===== src/verilog/t1e1_line_map.svh =====
// register offsets, field positions, reset values and timing counts
// assumes it is included by bare name wherever these are needed
`ifndef T1E1_LINE_MAP_SVH
`define T1E1_LINE_MAP_SVH

// ----------------------------------------------------------------
// register offsets (byte addresses)
// ----------------------------------------------------------------
`define REG_CTRL 8'h00
`define REG_STATUS 8'h04
`define REG_INT_STAT 8'h08
`define REG_INT_MASK 8'h0C

// ----------------------------------------------------------------
// field positions and widths
// ----------------------------------------------------------------
`define CTRL_EDGE_BIT 0
`define CTRL_RLOOP_BIT 1
`define CTRL_W 2
`define ST_LOS_BIT 0
`define ST_TX_IDLE_BIT 1
`define ST_HOST_BIT 2
`define ST_LOOP_BIT 3
`define ST_W 4
`define INT_LOS_SET_BIT 0
`define INT_LOS_CLR_BIT 1
`define INT_TX_IDLE_BIT 2
`define INT_W 3
`define PER_W 8
`define IDLE_W 9
`define PIN_W 8

// ----------------------------------------------------------------
// reset values
// ----------------------------------------------------------------
`define CTRL_RESET 2'h0
`define INT_RESET 3'h0
`define PERIOD_INIT 8'h82
`define PERIOD_MAX 8'hFF

// ----------------------------------------------------------------
// timing: clock period and transmit clock stall time in ns
// ----------------------------------------------------------------
`define REF_PERIOD_NS 5
`define TX_IDLE_TIME_NS 1300
`define TX_IDLE_CYCLES ((`TX_IDLE_TIME_NS + `REF_PERIOD_NS - 1) / `REF_PERIOD_NS)
`define LOS_SPACE_RUN 8'hAF

`endif


===== src/verilog/t1e1_line_pkg.sv =====
// types shared by the line interface design
// assumes nothing beyond a SystemVerilog compiler
package t1e1_line_pkg;
  // ----------------------------------------------------------------
  // transmit driver states
  // ----------------------------------------------------------------
  typedef enum logic [1:0] {
    TX_OFF = 2'h0,   // drivers released, clock grounded
    TX_SEND = 2'h1,  // framer rails drive the line
    TX_LOOP = 2'h2   // recovered data looped to the line
  } tx_state_t;

  // source of the recovered clock
  typedef enum logic {
    SRC_LINE = 1'h0,   // timed from received marks
    SRC_MASTER = 1'h1  // taken from the master clock
  } rclk_src_t;
endpackage : t1e1_line_pkg


===== src/verilog/pin_sync.sv =====
// two flip-flop synchroniser for a group of pins
// assumes every bit is asynchronous to clk and independent of the others
`timescale 1ns/1ps
module pin_sync #(
  parameter int W = 8  // number of pins
) (
  input wire logic clk,        // sampling clock
  input wire logic rst_n,      // async reset, active low
  input wire logic [W-1:0] d,  // raw pin levels
  output logic [W-1:0] q       // synchronised levels
);
  // ----------------------------------------------------------------
  // one two-stage chain per pin
  // ----------------------------------------------------------------
  genvar i;
  generate
    for (i = 0; i < W; i++) begin : g_bit
      logic meta_r;  // first stage, read only by the second
      always_ff @(posedge clk or negedge rst_n) begin
        if (!rst_n) begin
          meta_r <= 1'b0;
          q[i] <= 1'b0;
        end else begin
          meta_r <= d[i];
          q[i] <= meta_r;
        end
      end
    end
  endgenerate
endmodule : pin_sync


===== src/verilog/t1e1_line_if.sv =====
// framer-side digital interface of a T1/E1 line transceiver
// assumes line pulses arrive as digital levels on LINE_RX_A/B and that
// all pins except the register port are asynchronous to REF_CLK
//
// The implementer's own choices: strobed register access and the address map.
`timescale 1ns/1ps
`include "t1e1_line_map.svh"

// Contract
// - transmit rails captured at transmit clock fall
// - grounded transmit clock releases drivers unless looping
// - internal timing derived from master clock
// - recovered clock follows master clock during loss
// - recovered clock follows received signal when present
// - each rail request yields matching line pulse; with both rails requested the code sends only the positive pulse
// - mode high: control through host registers
// - mode low: registers disabled, pins control
// - received pulses raise matching receive rail
// - receive rails held a full bit
// - hardware mode: rails valid at clock rise
// - host mode: edge select picks valid edge
// - signal lost after 175 spaces, mark clears
module t1e1_line_if (
  input wire logic REF_CLK,            // 200 MHz system clock
  input wire logic NRST,               // async reset, active low
  input wire logic MCLK,               // master reference clock pin
  input wire logic MODE,               // high host mode, low hardware mode
  input wire logic TX_LINE_CLOCK,      // framer transmit clock
  input wire logic TX_POS_RAIL,        // positive pulse request
  input wire logic TX_NEG_RAIL,        // negative pulse request
  input wire logic REMOTE_LOOP_PIN,    // loopback strap in hardware mode
  input wire logic LINE_RX_A,          // received positive pulse
  input wire logic LINE_RX_B,          // received negative pulse
  output logic LINE_TX_A,              // positive line pulse
  output logic LINE_TX_A_OE_N,         // low while driving
  output logic LINE_TX_B,              // negative line pulse
  output logic LINE_TX_B_OE_N,         // low while driving
  output logic RX_POS_RAIL,            // nrz positive data
  output logic RX_NEG_RAIL,            // nrz negative data
  output logic RX_CLOCK,               // recovered clock
  output logic SIGNAL_LOST_FLAG,       // loss of signal
  input wire logic [7:0] REG_ADDR,     // register byte address
  input wire logic [31:0] REG_WDATA,   // write data
  input wire logic REG_WR,             // write strobe
  input wire logic REG_RD,             // read strobe
  output logic [31:0] REG_RDATA,       // read data, cycle after strobe
  output logic IRQ                     // level interrupt
);
  // ----------------------------------------------------------------
  // pin synchronisation and edge detection
  // ----------------------------------------------------------------
  logic [`PIN_W-1:0] pins_s;  // synchronised pins
  logic mclk_s, mode_s, tx_line_clock_s, pos_s, neg_s, rloop_s, rxa_s, rxb_s;
  logic mclk_d, tx_line_clock_d, rxa_d, rxb_d;  // previous synced levels

  pin_sync #(.W(`PIN_W)) u_sync (
    .clk(REF_CLK),
    .rst_n(NRST),
    .d({MCLK, MODE, TX_LINE_CLOCK, TX_POS_RAIL, TX_NEG_RAIL, REMOTE_LOOP_PIN, LINE_RX_A, LINE_RX_B}),
    .q(pins_s)
  );
  assign {mclk_s, mode_s, tx_line_clock_s, pos_s, neg_s, rloop_s, rxa_s, rxb_s} = pins_s;

  // delayed copies for edge finding
  always_ff @(posedge REF_CLK or negedge NRST) begin
    if (!NRST) begin
      mclk_d <= 1'b0;
      tx_line_clock_d <= 1'b0;
      rxa_d <= 1'b0;
      rxb_d <= 1'b0;
    end else begin
      mclk_d <= mclk_s;
      tx_line_clock_d <= tx_line_clock_s;
      rxa_d <= rxa_s;
      rxb_d <= rxb_s;
    end
  end

  logic mclk_rise, mclk_fall, tx_line_clock_rise, tx_line_clock_fall, mark_a, mark_b, mark_any;
  assign mclk_rise = mclk_s & ~mclk_d;
  assign mclk_fall = ~mclk_s & mclk_d;
  assign tx_line_clock_rise = tx_line_clock_s & ~tx_line_clock_d;
  assign tx_line_clock_fall = ~tx_line_clock_s & tx_line_clock_d;
  assign mark_a = rxa_s & ~rxa_d;
  assign mark_b = rxb_s & ~rxb_d;
  assign mark_any = mark_a | mark_b;

  // ----------------------------------------------------------------
  // control register and mode selection
  // ----------------------------------------------------------------
  logic [`CTRL_W-1:0] ctrl_r;   // edge select and loopback
  logic [`INT_W-1:0] int_stat_r, int_mask_r;
  logic host, loop_act, edge_sel;
  logic wr_ok;                  // write accepted

  assign host = mode_s;
  assign wr_ok = REG_WR & host;
  assign loop_act = host ? ctrl_r[`CTRL_RLOOP_BIT] : rloop_s;
  assign edge_sel = host ? ctrl_r[`CTRL_EDGE_BIT] : 1'b0;

  // control writes
  always_ff @(posedge REF_CLK or negedge NRST) begin
    if (!NRST) begin
      ctrl_r <= `CTRL_RESET;
    end else if (wr_ok && REG_ADDR == `REG_CTRL) begin
      ctrl_r <= REG_WDATA[`CTRL_W-1:0];
    end
  end

  // ----------------------------------------------------------------
  // master clock period measurement
  // ----------------------------------------------------------------
  logic [`PER_W-1:0] mcnt_r, period_r, half;

  always_ff @(posedge REF_CLK or negedge NRST) begin
    if (!NRST) begin
      mcnt_r <= '0;
      period_r <= `PERIOD_INIT;
    end else if (mclk_rise) begin
      mcnt_r <= '0;
      period_r <= (mcnt_r == `PERIOD_MAX) ? `PERIOD_MAX : mcnt_r + 8'h01;
    end else if (mcnt_r != `PERIOD_MAX) begin
      mcnt_r <= mcnt_r + 8'h01;
    end
  end

  // ----------------------------------------------------------------
  // transmit clock stall watch and driver state
  // ----------------------------------------------------------------
  logic [`IDLE_W-1:0] idle_cnt_r;  // cycles since last clock edge
  logic tx_idle_r;
  logic ev_tx_idle;
  t1e1_line_pkg::tx_state_t state_r, state_nxt;

  assign ev_tx_idle = (idle_cnt_r == 9'(`TX_IDLE_CYCLES - 1)) & ~tx_line_clock_rise & ~tx_line_clock_fall;

  // stall counter, restarted by any edge
  always_ff @(posedge REF_CLK or negedge NRST) begin
    if (!NRST) begin
      idle_cnt_r <= '0;
      tx_idle_r <= 1'b1;
    end else if (tx_line_clock_rise || tx_line_clock_fall) begin
      idle_cnt_r <= '0;
      tx_idle_r <= 1'b0;
    end else if (ev_tx_idle) begin
      idle_cnt_r <= idle_cnt_r + 9'h001;
      tx_idle_r <= 1'b1;
    end else if (!tx_idle_r) begin
      idle_cnt_r <= idle_cnt_r + 9'h001;
    end
  end

  always_comb begin
    if (loop_act) begin
      state_nxt = t1e1_line_pkg::TX_LOOP;
    end else if (tx_idle_r) begin
      state_nxt = t1e1_line_pkg::TX_OFF;
    end else begin
      state_nxt = t1e1_line_pkg::TX_SEND;
    end
  end

  always_ff @(posedge REF_CLK or negedge NRST) begin
    if (!NRST) begin
      state_r <= t1e1_line_pkg::TX_OFF;
    end else begin
      state_r <= state_nxt;
    end
  end

  // ----------------------------------------------------------------
  // transmit capture, return to zero at clock rise
  // ----------------------------------------------------------------
  logic tx_p_q, tx_n_q;
  always_ff @(posedge REF_CLK or negedge NRST) begin
    if (!NRST) begin
      tx_p_q <= 1'b0;
      tx_n_q <= 1'b0;
    end else if (tx_line_clock_fall) begin
      tx_p_q <= pos_s;
      tx_n_q <= neg_s;
    end else if (tx_line_clock_rise) begin
      tx_p_q <= 1'b0;
      tx_n_q <= 1'b0;
    end
  end

  // ----------------------------------------------------------------
  // recovered timing: phase counter or master clock
  // ----------------------------------------------------------------
  logic [`PER_W-1:0] phase_r;
  logic los_r, rclk_r;
  logic tick_start, tick_half;
  t1e1_line_pkg::rclk_src_t src;

  assign src = los_r ? t1e1_line_pkg::SRC_MASTER : t1e1_line_pkg::SRC_LINE;

  always_ff @(posedge REF_CLK or negedge NRST) begin
    if (!NRST) begin
      phase_r <= '0;
    end else if (mark_any || phase_r >= period_r - 8'h01) begin
      phase_r <= '0;
    end else begin
      phase_r <= phase_r + 8'h01;
    end
  end

  // half point latched at bit start so a new period cannot skip it mid bit
  always_ff @(posedge REF_CLK or negedge NRST) begin
    if (!NRST) begin
      half <= `PERIOD_INIT >> 1;
    end else if (phase_r == 8'h00) begin
      half <= {1'b0, period_r[`PER_W-1:1]};
    end
  end

  // bit boundaries from the selected source
  always_comb begin
    case (src)
      t1e1_line_pkg::SRC_MASTER: begin
        tick_start = mclk_rise;
        tick_half = mclk_fall;
      end
      default: begin
        tick_start = (phase_r == 8'h00);
        tick_half = (phase_r == half);
      end
    endcase
  end

  always_ff @(posedge REF_CLK or negedge NRST) begin
    if (!NRST) begin
      rclk_r <= 1'b0;
    end else if (src == t1e1_line_pkg::SRC_MASTER) begin
      rclk_r <= mclk_s;
    end else begin
      rclk_r <= (phase_r < half);
    end
  end

  // ----------------------------------------------------------------
  // receive data recovery
  // ----------------------------------------------------------------
  logic pend_p_r, pend_n_r, bit_p_r, bit_n_r, cur_p, cur_n, upd;
  logic rxp_r, rxn_r;
  assign cur_p = pend_p_r | mark_a;
  assign cur_n = pend_n_r | mark_b;
  assign upd = edge_sel ? tick_start : tick_half;

  // pending marks, cleared at the half point; a mark in that cycle goes into the bit
  always_ff @(posedge REF_CLK or negedge NRST) begin
    if (!NRST) begin
      pend_p_r <= 1'b0;
      pend_n_r <= 1'b0;
      bit_p_r <= 1'b0;
      bit_n_r <= 1'b0;
    end else if (tick_half) begin
      pend_p_r <= 1'b0;
      pend_n_r <= 1'b0;
      bit_p_r <= cur_p;
      bit_n_r <= cur_n;
    end else begin
      pend_p_r <= cur_p;
      pend_n_r <= cur_n;
    end
  end

  // rails change only at the update point
  always_ff @(posedge REF_CLK or negedge NRST) begin
    if (!NRST) begin
      rxp_r <= 1'b0;
      rxn_r <= 1'b0;
    end else if (upd) begin
      rxp_r <= edge_sel ? bit_p_r : cur_p;
      rxn_r <= edge_sel ? bit_n_r : cur_n;
    end
  end

  // ----------------------------------------------------------------
  // loss of signal detection
  // ----------------------------------------------------------------
  logic [`PER_W-1:0] space_cnt_r;
  logic ev_los_set, ev_los_clr;
  assign ev_los_set = tick_half & ~cur_p & ~cur_n & ~los_r & (space_cnt_r == 8'(`LOS_SPACE_RUN - 8'h01));
  assign ev_los_clr = mark_any & los_r;

  always_ff @(posedge REF_CLK or negedge NRST) begin
    if (!NRST) begin
      space_cnt_r <= '0;
      los_r <= 1'b1;
    end else if (mark_any) begin
      space_cnt_r <= '0;
      los_r <= 1'b0;
    end else if (tick_half && !cur_p && !cur_n) begin
      if (space_cnt_r != `LOS_SPACE_RUN) begin
        space_cnt_r <= space_cnt_r + 8'h01;
      end
      if (ev_los_set) begin
        los_r <= 1'b1;
      end
    end else if (tick_half) begin
      space_cnt_r <= '0;
    end
  end

  // ----------------------------------------------------------------
  // line drivers
  // ----------------------------------------------------------------
  // rail requests become line pulses
  always_ff @(posedge REF_CLK or negedge NRST) begin
    if (!NRST) begin
      LINE_TX_A <= 1'b0;
      LINE_TX_B <= 1'b0;
      LINE_TX_A_OE_N <= 1'b1;
      LINE_TX_B_OE_N <= 1'b1;
    end else begin
      case (state_r)
        t1e1_line_pkg::TX_SEND: begin
          LINE_TX_A <= tx_p_q;
          LINE_TX_B <= tx_n_q & ~tx_p_q;
          LINE_TX_A_OE_N <= 1'b0;
          LINE_TX_B_OE_N <= 1'b0;
        end
        t1e1_line_pkg::TX_LOOP: begin
          LINE_TX_A <= rxp_r & rclk_r;
          LINE_TX_B <= rxn_r & rclk_r & ~rxp_r;
          LINE_TX_A_OE_N <= 1'b0;
          LINE_TX_B_OE_N <= 1'b0;
        end
        default: begin
          LINE_TX_A <= 1'b0;
          LINE_TX_B <= 1'b0;
          LINE_TX_A_OE_N <= 1'b1;
          LINE_TX_B_OE_N <= 1'b1;
        end
      endcase
    end
  end

  // ----------------------------------------------------------------
  // interrupt status, mask and register reads
  // ----------------------------------------------------------------
  logic [`INT_W-1:0] ev_vec, clr_vec;
  assign ev_vec = {ev_tx_idle, ev_los_clr, ev_los_set};
  assign clr_vec = (wr_ok && REG_ADDR == `REG_INT_STAT) ? REG_WDATA[`INT_W-1:0] : `INT_RESET;

  // sticky bits, an event beats its clear
  always_ff @(posedge REF_CLK or negedge NRST) begin
    if (!NRST) begin
      int_stat_r <= `INT_RESET;
      int_mask_r <= `INT_RESET;
      IRQ <= 1'b0;
    end else begin
      int_stat_r <= (int_stat_r & ~clr_vec) | ev_vec;
      if (wr_ok && REG_ADDR == `REG_INT_MASK) begin
        int_mask_r <= REG_WDATA[`INT_W-1:0];
      end
      IRQ <= host & |(int_stat_r & int_mask_r);
    end
  end

  logic [`ST_W-1:0] status;
  assign status = {loop_act, host, tx_idle_r, los_r};

  // read data for one cycle only
  always_ff @(posedge REF_CLK or negedge NRST) begin
    if (!NRST) begin
      REG_RDATA <= 32'h0000_0000;
    end else if (REG_RD && host) begin
      case (REG_ADDR)
        `REG_CTRL: REG_RDATA <= {30'h0, ctrl_r};
        `REG_STATUS: REG_RDATA <= {28'h0, status};
        `REG_INT_STAT: REG_RDATA <= {29'h0, int_stat_r};
        `REG_INT_MASK: REG_RDATA <= {29'h0, int_mask_r};
        default: REG_RDATA <= 32'h0000_0000;
      endcase
    end else begin
      REG_RDATA <= 32'h0000_0000;
    end
  end

  assign RX_POS_RAIL = rxp_r;
  assign RX_NEG_RAIL = rxn_r;
  assign RX_CLOCK = rclk_r;
  assign SIGNAL_LOST_FLAG = los_r;
endmodule : t1e1_line_if


===== config.mk =====
export PLATFORM = sky130hd
export DESIGN_NAME = t1e1_line_if
export DESIGN_NICKNAME = d
export VERILOG_FILES = /design/src/verilog/t1e1_line_pkg.sv /design/src/verilog/pin_sync.sv /design/src/verilog/t1e1_line_if.sv
export VERILOG_INCLUDE_DIRS = /design/src /design/src/verilog
export SDC_FILE = /design/constraint.sdc
export NUM_CORES = 1
export LEC_CHECK = 0
export CORE_MARGIN = 2
export CORE_UTILIZATION = 50
export DETAILED_ROUTE_END_ITERATION = 6
export DONT_BUFFER_PORTS = 1
export GPL_TIMING_DRIVEN = 0
export PLACE_DENSITY_LB_ADDON = 0.2
export SETUP_SLACK_MARGIN = 0.02
export SLEW_MARGIN = 10
export SYNTH_ARGS = -nofsm -noshare
export SYNTH_HDL_FRONTEND = slang
export SYNTH_SLANG_ARGS = --single-unit

===== constraint.sdc =====
create_clock -name REF_CLK -period 6.33 [get_ports REF_CLK]
set_input_delay 0.3165 -clock REF_CLK [delete_from_list [all_inputs] [get_ports REF_CLK]]
set_output_delay 0.3165 -clock REF_CLK [all_outputs]
set_load 0.005 [all_outputs]

==> metrics.cfg, run 1 <==
[run_status]
status = complete, no violations

[finish]
drive_gt1_frac = 0.152
diodes = 0
fillers = 845
final_area_sq_um = 5400
final_nets = 567
area_growth_pct = 12.5

[pwr]
ir_drop_uv = 163
p_leak_nw = 2.58
power.density_nw_per_um2 = 304

[timing]
fin_crit_ps = 2670
clock_skew_ps = 11.1
max_freq_mhz = 374
whs_ps = 106
hold_viol_final = 0
setup-tns-final_ps = 0
tightest_slew_ps = 952
max_slew_margin = 0.360
drv_slew = 0
grt_setup_unrepaired = no
fin_crit_sh = 0.423
setup_viol = 0

[floorplanning]
initial_utilization = 0.517
coreArea_sq_um = 9280
std_cell_rows = 35
die_width_um = 102
boundaryPins = 93
die_y_um = 102
die-area_sq_um = 10400

[placement]
dp_hpwl_mm = 5.80
place_congestion = 0.856
place_area_sq_um = 5060
port_buffers = 0

[clock_tree]
clock_sinks = 97
clk_pin_slew_ps = 100
cts_tree = yes
postCtsSetupRepairBufs = 0
root_buffer = clkbuf_8
clock_tree.buffer_depth = 2
clk-insertion-delay-late_ps = 360
cts_max_level = 3
cts_buffers = 9

[critical_path]
crit_family = simple AND/OR/NAND/NOR gates
cp.required_ps = 6530
crit_type = reg2reg
cpMostUsedCell = nor2_1
end_kind = register
slowest_stage = o31ai_1
cp.arrival_ps = 2870
cp_num_buf_inv = 0
crit_path_cell_trace = or3_1, nor2_1, nand2_1, xor2_1, ha_1, nand4_1, o31ai_1, nor2_1
critPathLaunchType = register
path_max_fanout = 8
slowest_delay_ps = 820

[detailed_routing]
drc = 0
wl_met2_mm = 3.86
via_per_inst = 4.91
first_pass_iters = 4
ant_nets = 0
vias = 3058
dr_wl_met3_um = 310
first_iter_violations = 117
met1_length_mm = 3.80
routed_wl_mm = 8.07
routed.top_layer = met4
routedWlPerCell_um = 13.0

[grt]
grt_max_degree = 98
first_global_vias = 2918
grt_pass1_wl_mm = 13.8
antenna_found_initial = 0
grt_overflow = 0
track_usage = 0.167

[min_path]
hp-class = in2reg

[flow_run]
drv_cap = 0

[yosys]
avgSynthCellArea_sq_um = 10.9
synth_edf_count = 0
ys_ff_latch = 97
yosysUniqueCellTypes = 55
async_flop_share = 1.00
synthesis.area_sq_um = 4800
synth_cells = 441
synth_flop_cell = dfrtp_1
yosysWarnings = 0
synth-seq-area-share = 0.508

## timing repair
action	4_1_cts	5_1_grt
resized for setup	0	0
hold buffers	10	0
endpoints found under the hold margin	105	0
## cell type report
cell class	count	area [sq um]	share of cell area
Sequential cell	97	2440	0.452
Tap cell	129	161	0.0299
Clock inverter	5	87.6	0.0162
Timing Repair Buffer	10	118	0.0218
Buffer	37	279	0.0517
Multi-Input combinational cell	311	2100	0.388
Clock buffer	11	131	0.0244
Inverter	23	86.3	0.0160
## through the flow
step	worst slack, ps	std cells	power, mW	utilization
detailed placement	3620	597	1.20	0.545
floorplan	4010	468	1.10	-
global placement	3660	597	1.18	0.545
global route	3360	623	1.76	0.581
finish	3660	623	1.64	0.581
CTS	3610	623	1.66	0.581
## layout by cell type (no fill, tap or decap), types with 3 or more instances in the layout
cell	instances
nor2b_1	11
o21ai_0	10
nor2_1	42
nand4_1	5
nand2b_1	8
xnor2_1	12
mux2i_1	5
ha_1	26
and2_1	9
nor3b_1	3
nand3b_1	4
dfrtp_1	90
clkbuf_8	9
inv_1	23
a21oi_1	16
clkbuf_1	7
dlygate4sd3_1	9
dfstp_2	7
and3_1	10
nand3_1	18
xor2_1	13
a21o_1	4
mux2_2	13
nand2_1	30
nor3_1	7
conb_1	28
buf_4	29
## per-layer routing
metal,global-route usage,vias to the layer above
met1,0.231,1451
met5,0,-
met3,0.0328,8
met2,0.268,52
li1,-,1547
met4,0.0574,0
## power breakdown
group / switching, mW / internal, mW
clock network: 0.213 / 0.227
registers: 0.0710 / 0.700
logic: 0.230 / 0.199
## Yosys cell counts, drive strengths merged, types with 7 or more instances
cell,number,area (sq um)
dfrtp,90,2250
nor2,42,158
buf,32,260
nand2,30,113
ha,26,325
inv,23,86.3
nand3,18,90.1
a21oi,16,80.1
mux2,13,146
xor2,13,114
xnor2,12,105
nor2b,11,68.8
and3,10,62.6
o21ai,10,50.1
and2,9,56.3
nand2b,8,50.1
dfstp,7,184
nor3,7,35.0
## state kept, by name (all words and copies together) (netlist names), 2 cells and up
name	cells
phase_r	8
half	7
REG_RDATA	4
ctrl_r	2
period_r	8
int_mask_r	3
space_cnt_r	8
mcnt_r	8
int_stat_r	3
idle_cnt_r	9
u_sync.g_bit.meta_r	8
state_r	2
u_sync.q	8
## worst paths after layout
| kind | startpoint | endpoint | slack [ps] | depth (start not counted) |
|---|---|---|---|---|
| setup / recovery | period_r[3] | phase_r[7] | 3660 | 8 |
| hold / removal | REG_WDATA[0] | int_mask_r[0] | 110 | 1 |
| setup reg to reg | period_r[3] | phase_r[7] | 3660 | 8 |
| hold reg to reg | u_sync.g_bit[4].meta_r | u_sync.q[4] | 350 | 0 |
| max in group asynchronous | NRST | SIGNAL_LOST_FLAG | 5390 | 2 |
| min in group asynchronous | NRST | half[3] | 550 | 2 |
## cells by family (layout without fill, tap and decap cells)
logic type	Yosys count	in the layout	synth area share
flip-flops	97	97	0.508
multiplexers	20	20	0.0511
AND/OR/NAND/NOR	159	159	0.174
buffers and inverters	60	86	0.0762
AO/OA/AOI/OAI	53	53	0.0767
XOR/XNOR	25	25	0.0457
other	1	28	0.000782
adder cells (fa/ha/maj)	26	26	0.0678
(Power assumes the default switching activity.)
==> run 2: changes to the inputs <==
--- a/config.mk
+++ b/config.mk
@@ -6,6 +6,7 @@
 export SDC_FILE = /design/constraint.sdc
 export NUM_CORES = 1
 export LEC_CHECK = 0
+export ABC_AREA = 1
 export CORE_MARGIN = 2
 export CORE_UTILIZATION = 50
 export DETAILED_ROUTE_END_ITERATION = 6
==> constraint.sdc (replaced) <==
create_clock -name REF_CLK -period 2.2 [get_ports REF_CLK]
set_input_delay 0.11 -clock REF_CLK [delete_from_list [all_inputs] [get_ports REF_CLK]]
set_output_delay 0.11 -clock REF_CLK [all_outputs]
set_load 0.005 [all_outputs]
==> run 2 against run 1 <==
Effect of this change: the run now ends with negative hold slack left; synthesized area is 5.6% higher; flip-flop and latch count stayed put; wire length rose by 21%; first-iteration DRC count rose by 22%; setup slack got worse by 3500 ps; largest cell class unchanged.
==> metrics.cfg, run 2 <==
[run_status]
status = finished, violations left
violations = negative hold slack

[placement]
place_congestion = 0.902  ; +5.4%
dp_hpwl_mm = 6.87  ; +18%
placed_cells = 744  ; +25%
place_area_sq_um = 5330  ; +5.4%
port_buffers = 0  ; unchanged

[yosys]
synthesis.area_sq_um = 5060  ; +5.6%
async_flop_share = 1.00  ; unchanged
synthSimpleGateAreaFrac = 0.234  ; +0.0598
avgSynthCellArea_sq_um = 8.67  ; -20%
synth_compound_area_frac = 0.0786  ; +0.00187
synth-seq-area-share = 0.481  ; -0.0269
synth_xor_area_frac = 0.0329  ; -0.0128
yosysUniqueCellTypes = 36  ; -35%
synth_most_common_cell = nand2_1
yosys.area.top_type = dfrtp_1
synth_edf_count = 0  ; unchanged
synth_flop_cell = dfrtp_1
yosysWarnings = 0  ; unchanged
muxShareOfSynthArea = 0  ; -0.0511
ys_ff_latch = 97  ; unchanged
synth_cells = 584  ; +32%
synth_commonest_cells = nand2_1, dfrtp_1, inv_1, nor2_1, nand3_1
synth_top_family_by_area = simple AND/OR/NAND/NOR gates
synthTopCellsByArea = dfrtp_1, nand2_1, ha_1, inv_1, buf_4
synth_top_cell_area_share = 0.445  ; -0.0248
synthAdderAreaFrac = 0.0642  ; -0.00359

[clock_tree]
root_buffer = clkbuf_8
cts_max_level = 3  ; unchanged
clock_tree.buffer_depth = 2  ; unchanged
cts_buffers = 9  ; unchanged
clk-insertion-delay-late_ps = 360  ; about the same
clock_sinks = 97  ; unchanged
clk_pin_slew_ps = 100  ; about the same
cts_tree = yes
cts_hold_buf = 13  ; +3

[grt]
first_global_vias = 3690  ; +26%
grt_max_degree = 98  ; unchanged
antenna_found_initial = 0  ; unchanged
grt_pass1_wl_mm = 16.9  ; +23%
grt_overflow = 0  ; unchanged
track_usage = 0.188  ; +0.0201

[detailed_routing]
vias = 3826  ; +25%
via_per_inst = 4.91  ; about the same
first_pass_iters = 4  ; unchanged
routed_wl_mm = 9.80  ; +21%
ant_nets = 0  ; unchanged
routedWlPerCell_um = 12.6  ; -2.9%
drc = 0  ; unchanged
first_iter_violations = 143  ; +22%

[critical_path]
cp.required_ps = 2440  ; -4090 ps
slowest_delay_ps = 420  ; -400 ps
crit_path_cell_trace = inv_2, ha_4, nand2_2, nor3_2, xor2_1, inv_1, ha_1, nand2_1, o21a_1, nand4_1, buf_6, nor2_1
end_kind = register
slowest_stage = dfrtp_1
path_max_fanout = 8  ; unchanged
critPathLaunchType = register
crit_type = reg2reg
cp.arrival_ps = 2330  ; -540 ps

[pwr]
p_switching_mw = 1.46  ; +180%
power.density_nw_per_um2 = 784  ; +160%
swShare = 0.324  ; +0.0103
seqPwrFrac = 0.494  ; +0.024
ir_drop_uv = 694  ; +330%
intPower_mw = 3.06  ; +170%
clkPwrFrac = 0.261  ; -0.007
combinationalPowerShare = 0.245  ; -0.016
p_leak_nw = 2.84  ; +9.8%

[timing]
fin_crit_ps = 2090  ; -581 ps
whs_ps = -567  ; -673 ps
drv_slew = 0  ; unchanged
setup_viol = 0  ; unchanged
hold_viol_final = 97  ; +97
grt_setup_unrepaired = yes
setup-tns-final_ps = 0  ; unchanged
fin_crit_sh = 0.952  ; +0.529
max_freq_mhz = 478  ; +28%
clock_skew_ps = 15.6  ; +4.42 ps

[finish]
final_common_cell = nand2_1
final_nets = 719  ; +27%
drive_gt1_frac = 0.166  ; +0.0138
final_area_sq_um = 5760  ; +6.8%
largest_reg_flops = 9  ; unchanged
diodes = 0  ; unchanged
utilization = 0.587  ; +0.00590
instances_no_fill = 779  ; +25%
largest_register = idle_cnt_r
area_growth_pct = 13.8
layout_common_cells = nand2_1, dfrtp_1, inv_1

[floorplanning]
boundaryPins = 93  ; unchanged
die-area_sq_um = 10900  ; +5.4%
die_y_um = 105  ; +2.6%
std_cell_rows = 36  ; +2.9%
coreArea_sq_um = 9820  ; +5.8%
initial_utilization = 0.516  ; -0.000904
die_width_um = 105  ; +2.6%

[min_path]
hp-class = in2async

[flow_run]
drv_cap = 0  ; unchanged

==> run 2: cell count changes after synthesis, sizes merged, moves of 10 or more <==
| cell | previous run | this run |
|---|---|---|
| and3 | 10 | 0 |
| nor2 | 42 | 61 |
| nand2 | 30 | 115 |
| inv | 23 | 77 |
| o21ai | 10 | 50 |
| nor2b | 11 | 0 |
| nand3 | 18 | 43 |
| mux2 | 13 | 0 |
==> run 2: worst paths after layout <==
path	start	end	cells after the start	slack, ps
setup / recovery	period_r[0]	phase_r[6]	12	110
hold / removal	NRST	IRQ	0	-570
setup reg to reg	period_r[0]	phase_r[6]	12	110
hold reg to reg	u_sync.g_bit[5].meta_r	u_sync.q[5]	0	350
max in group asynchronous	NRST	SIGNAL_LOST_FLAG	0	2510
min in group REF_CLK	REG_WR	int_mask_r[2]	3	20
==> run 2: repair_timing <==
| item | in CTS | in global routing |
|---|---|---|
| pin swaps | 1 | 8 |
| hold endpoints to repair | 117 | 97 |
| gates cloned | 0 | 0 |
| setup buffers | 1 | 5 |
| gates resized for setup | 4 | 13 |
| endpoints found under the setup margin | 8 | 8 |
==> run 2: kinds of logic (layout without fill, tap and decap cells) <==
kind of cell,after synthesis,in the layout
AOI/OAI and AO/OA,75,75
buffers and inverters,114,149
adders and majority gates,26,26
other,1,28
xor gates and xnor gates,19,19
and+or+nand+nor,252,252
DFF,97,97
==> run 2: cell type report <==
cell class,count,area (sq um)
well taps,133,166
plain buffers,36,258
repair buffers,19,179
flip-flops and latches,97,2440
clock buffers,12,145
fillers,892,4060
multi-input cells,400,2230
clock inverters,4,52.6
inverters,78,294
==> run 2: worst max-delay path, delay by kind of cell (launching register included) <==
family | cells | cell delay (ps)
simple gates | 5 | 470
fa+ha+maj | 2 | 420
flops | 1 | 420
buf+inv | 3 | 330
compound gates | 1 | 190
xor+xnor | 1 | 160
==> run 2: stage by stage <==
step                setup WS, ps  power [mW]
finish                       107        4.52
global route               -55.9        4.82
CTS                         25.4        4.47
detailed placement          -160        3.25
global placement            -114        3.20
floorplan                    187        3.00
==> run 2: power by group through the flow <==
| stage | combinational, mW | clock (mW) | sequential [mW] |
|---|---|---|---|
| floorplan | 0.803 | 0 | 2.19 |
| global placement | 0.958 | 0 | 2.24 |
| detailed placement | 0.999 | 0 | 2.25 |
| CTS | 1.05 | 1.20 | 2.22 |
| global route | 1.29 | 1.27 | 2.26 |
| finish | 1.11 | 1.18 | 2.23 |
==> run 2: layer usage <==
metal,wire (um),part of all wire,global-route usage,vias up
met2,4890,0.50,0.329,96
met4,123,0.013,0.0410,0
met5,0,0,0,-
met3,427,0.044,0.0412,11
met1,4360,0.44,0.239,1789
li1,-,-,-,1930
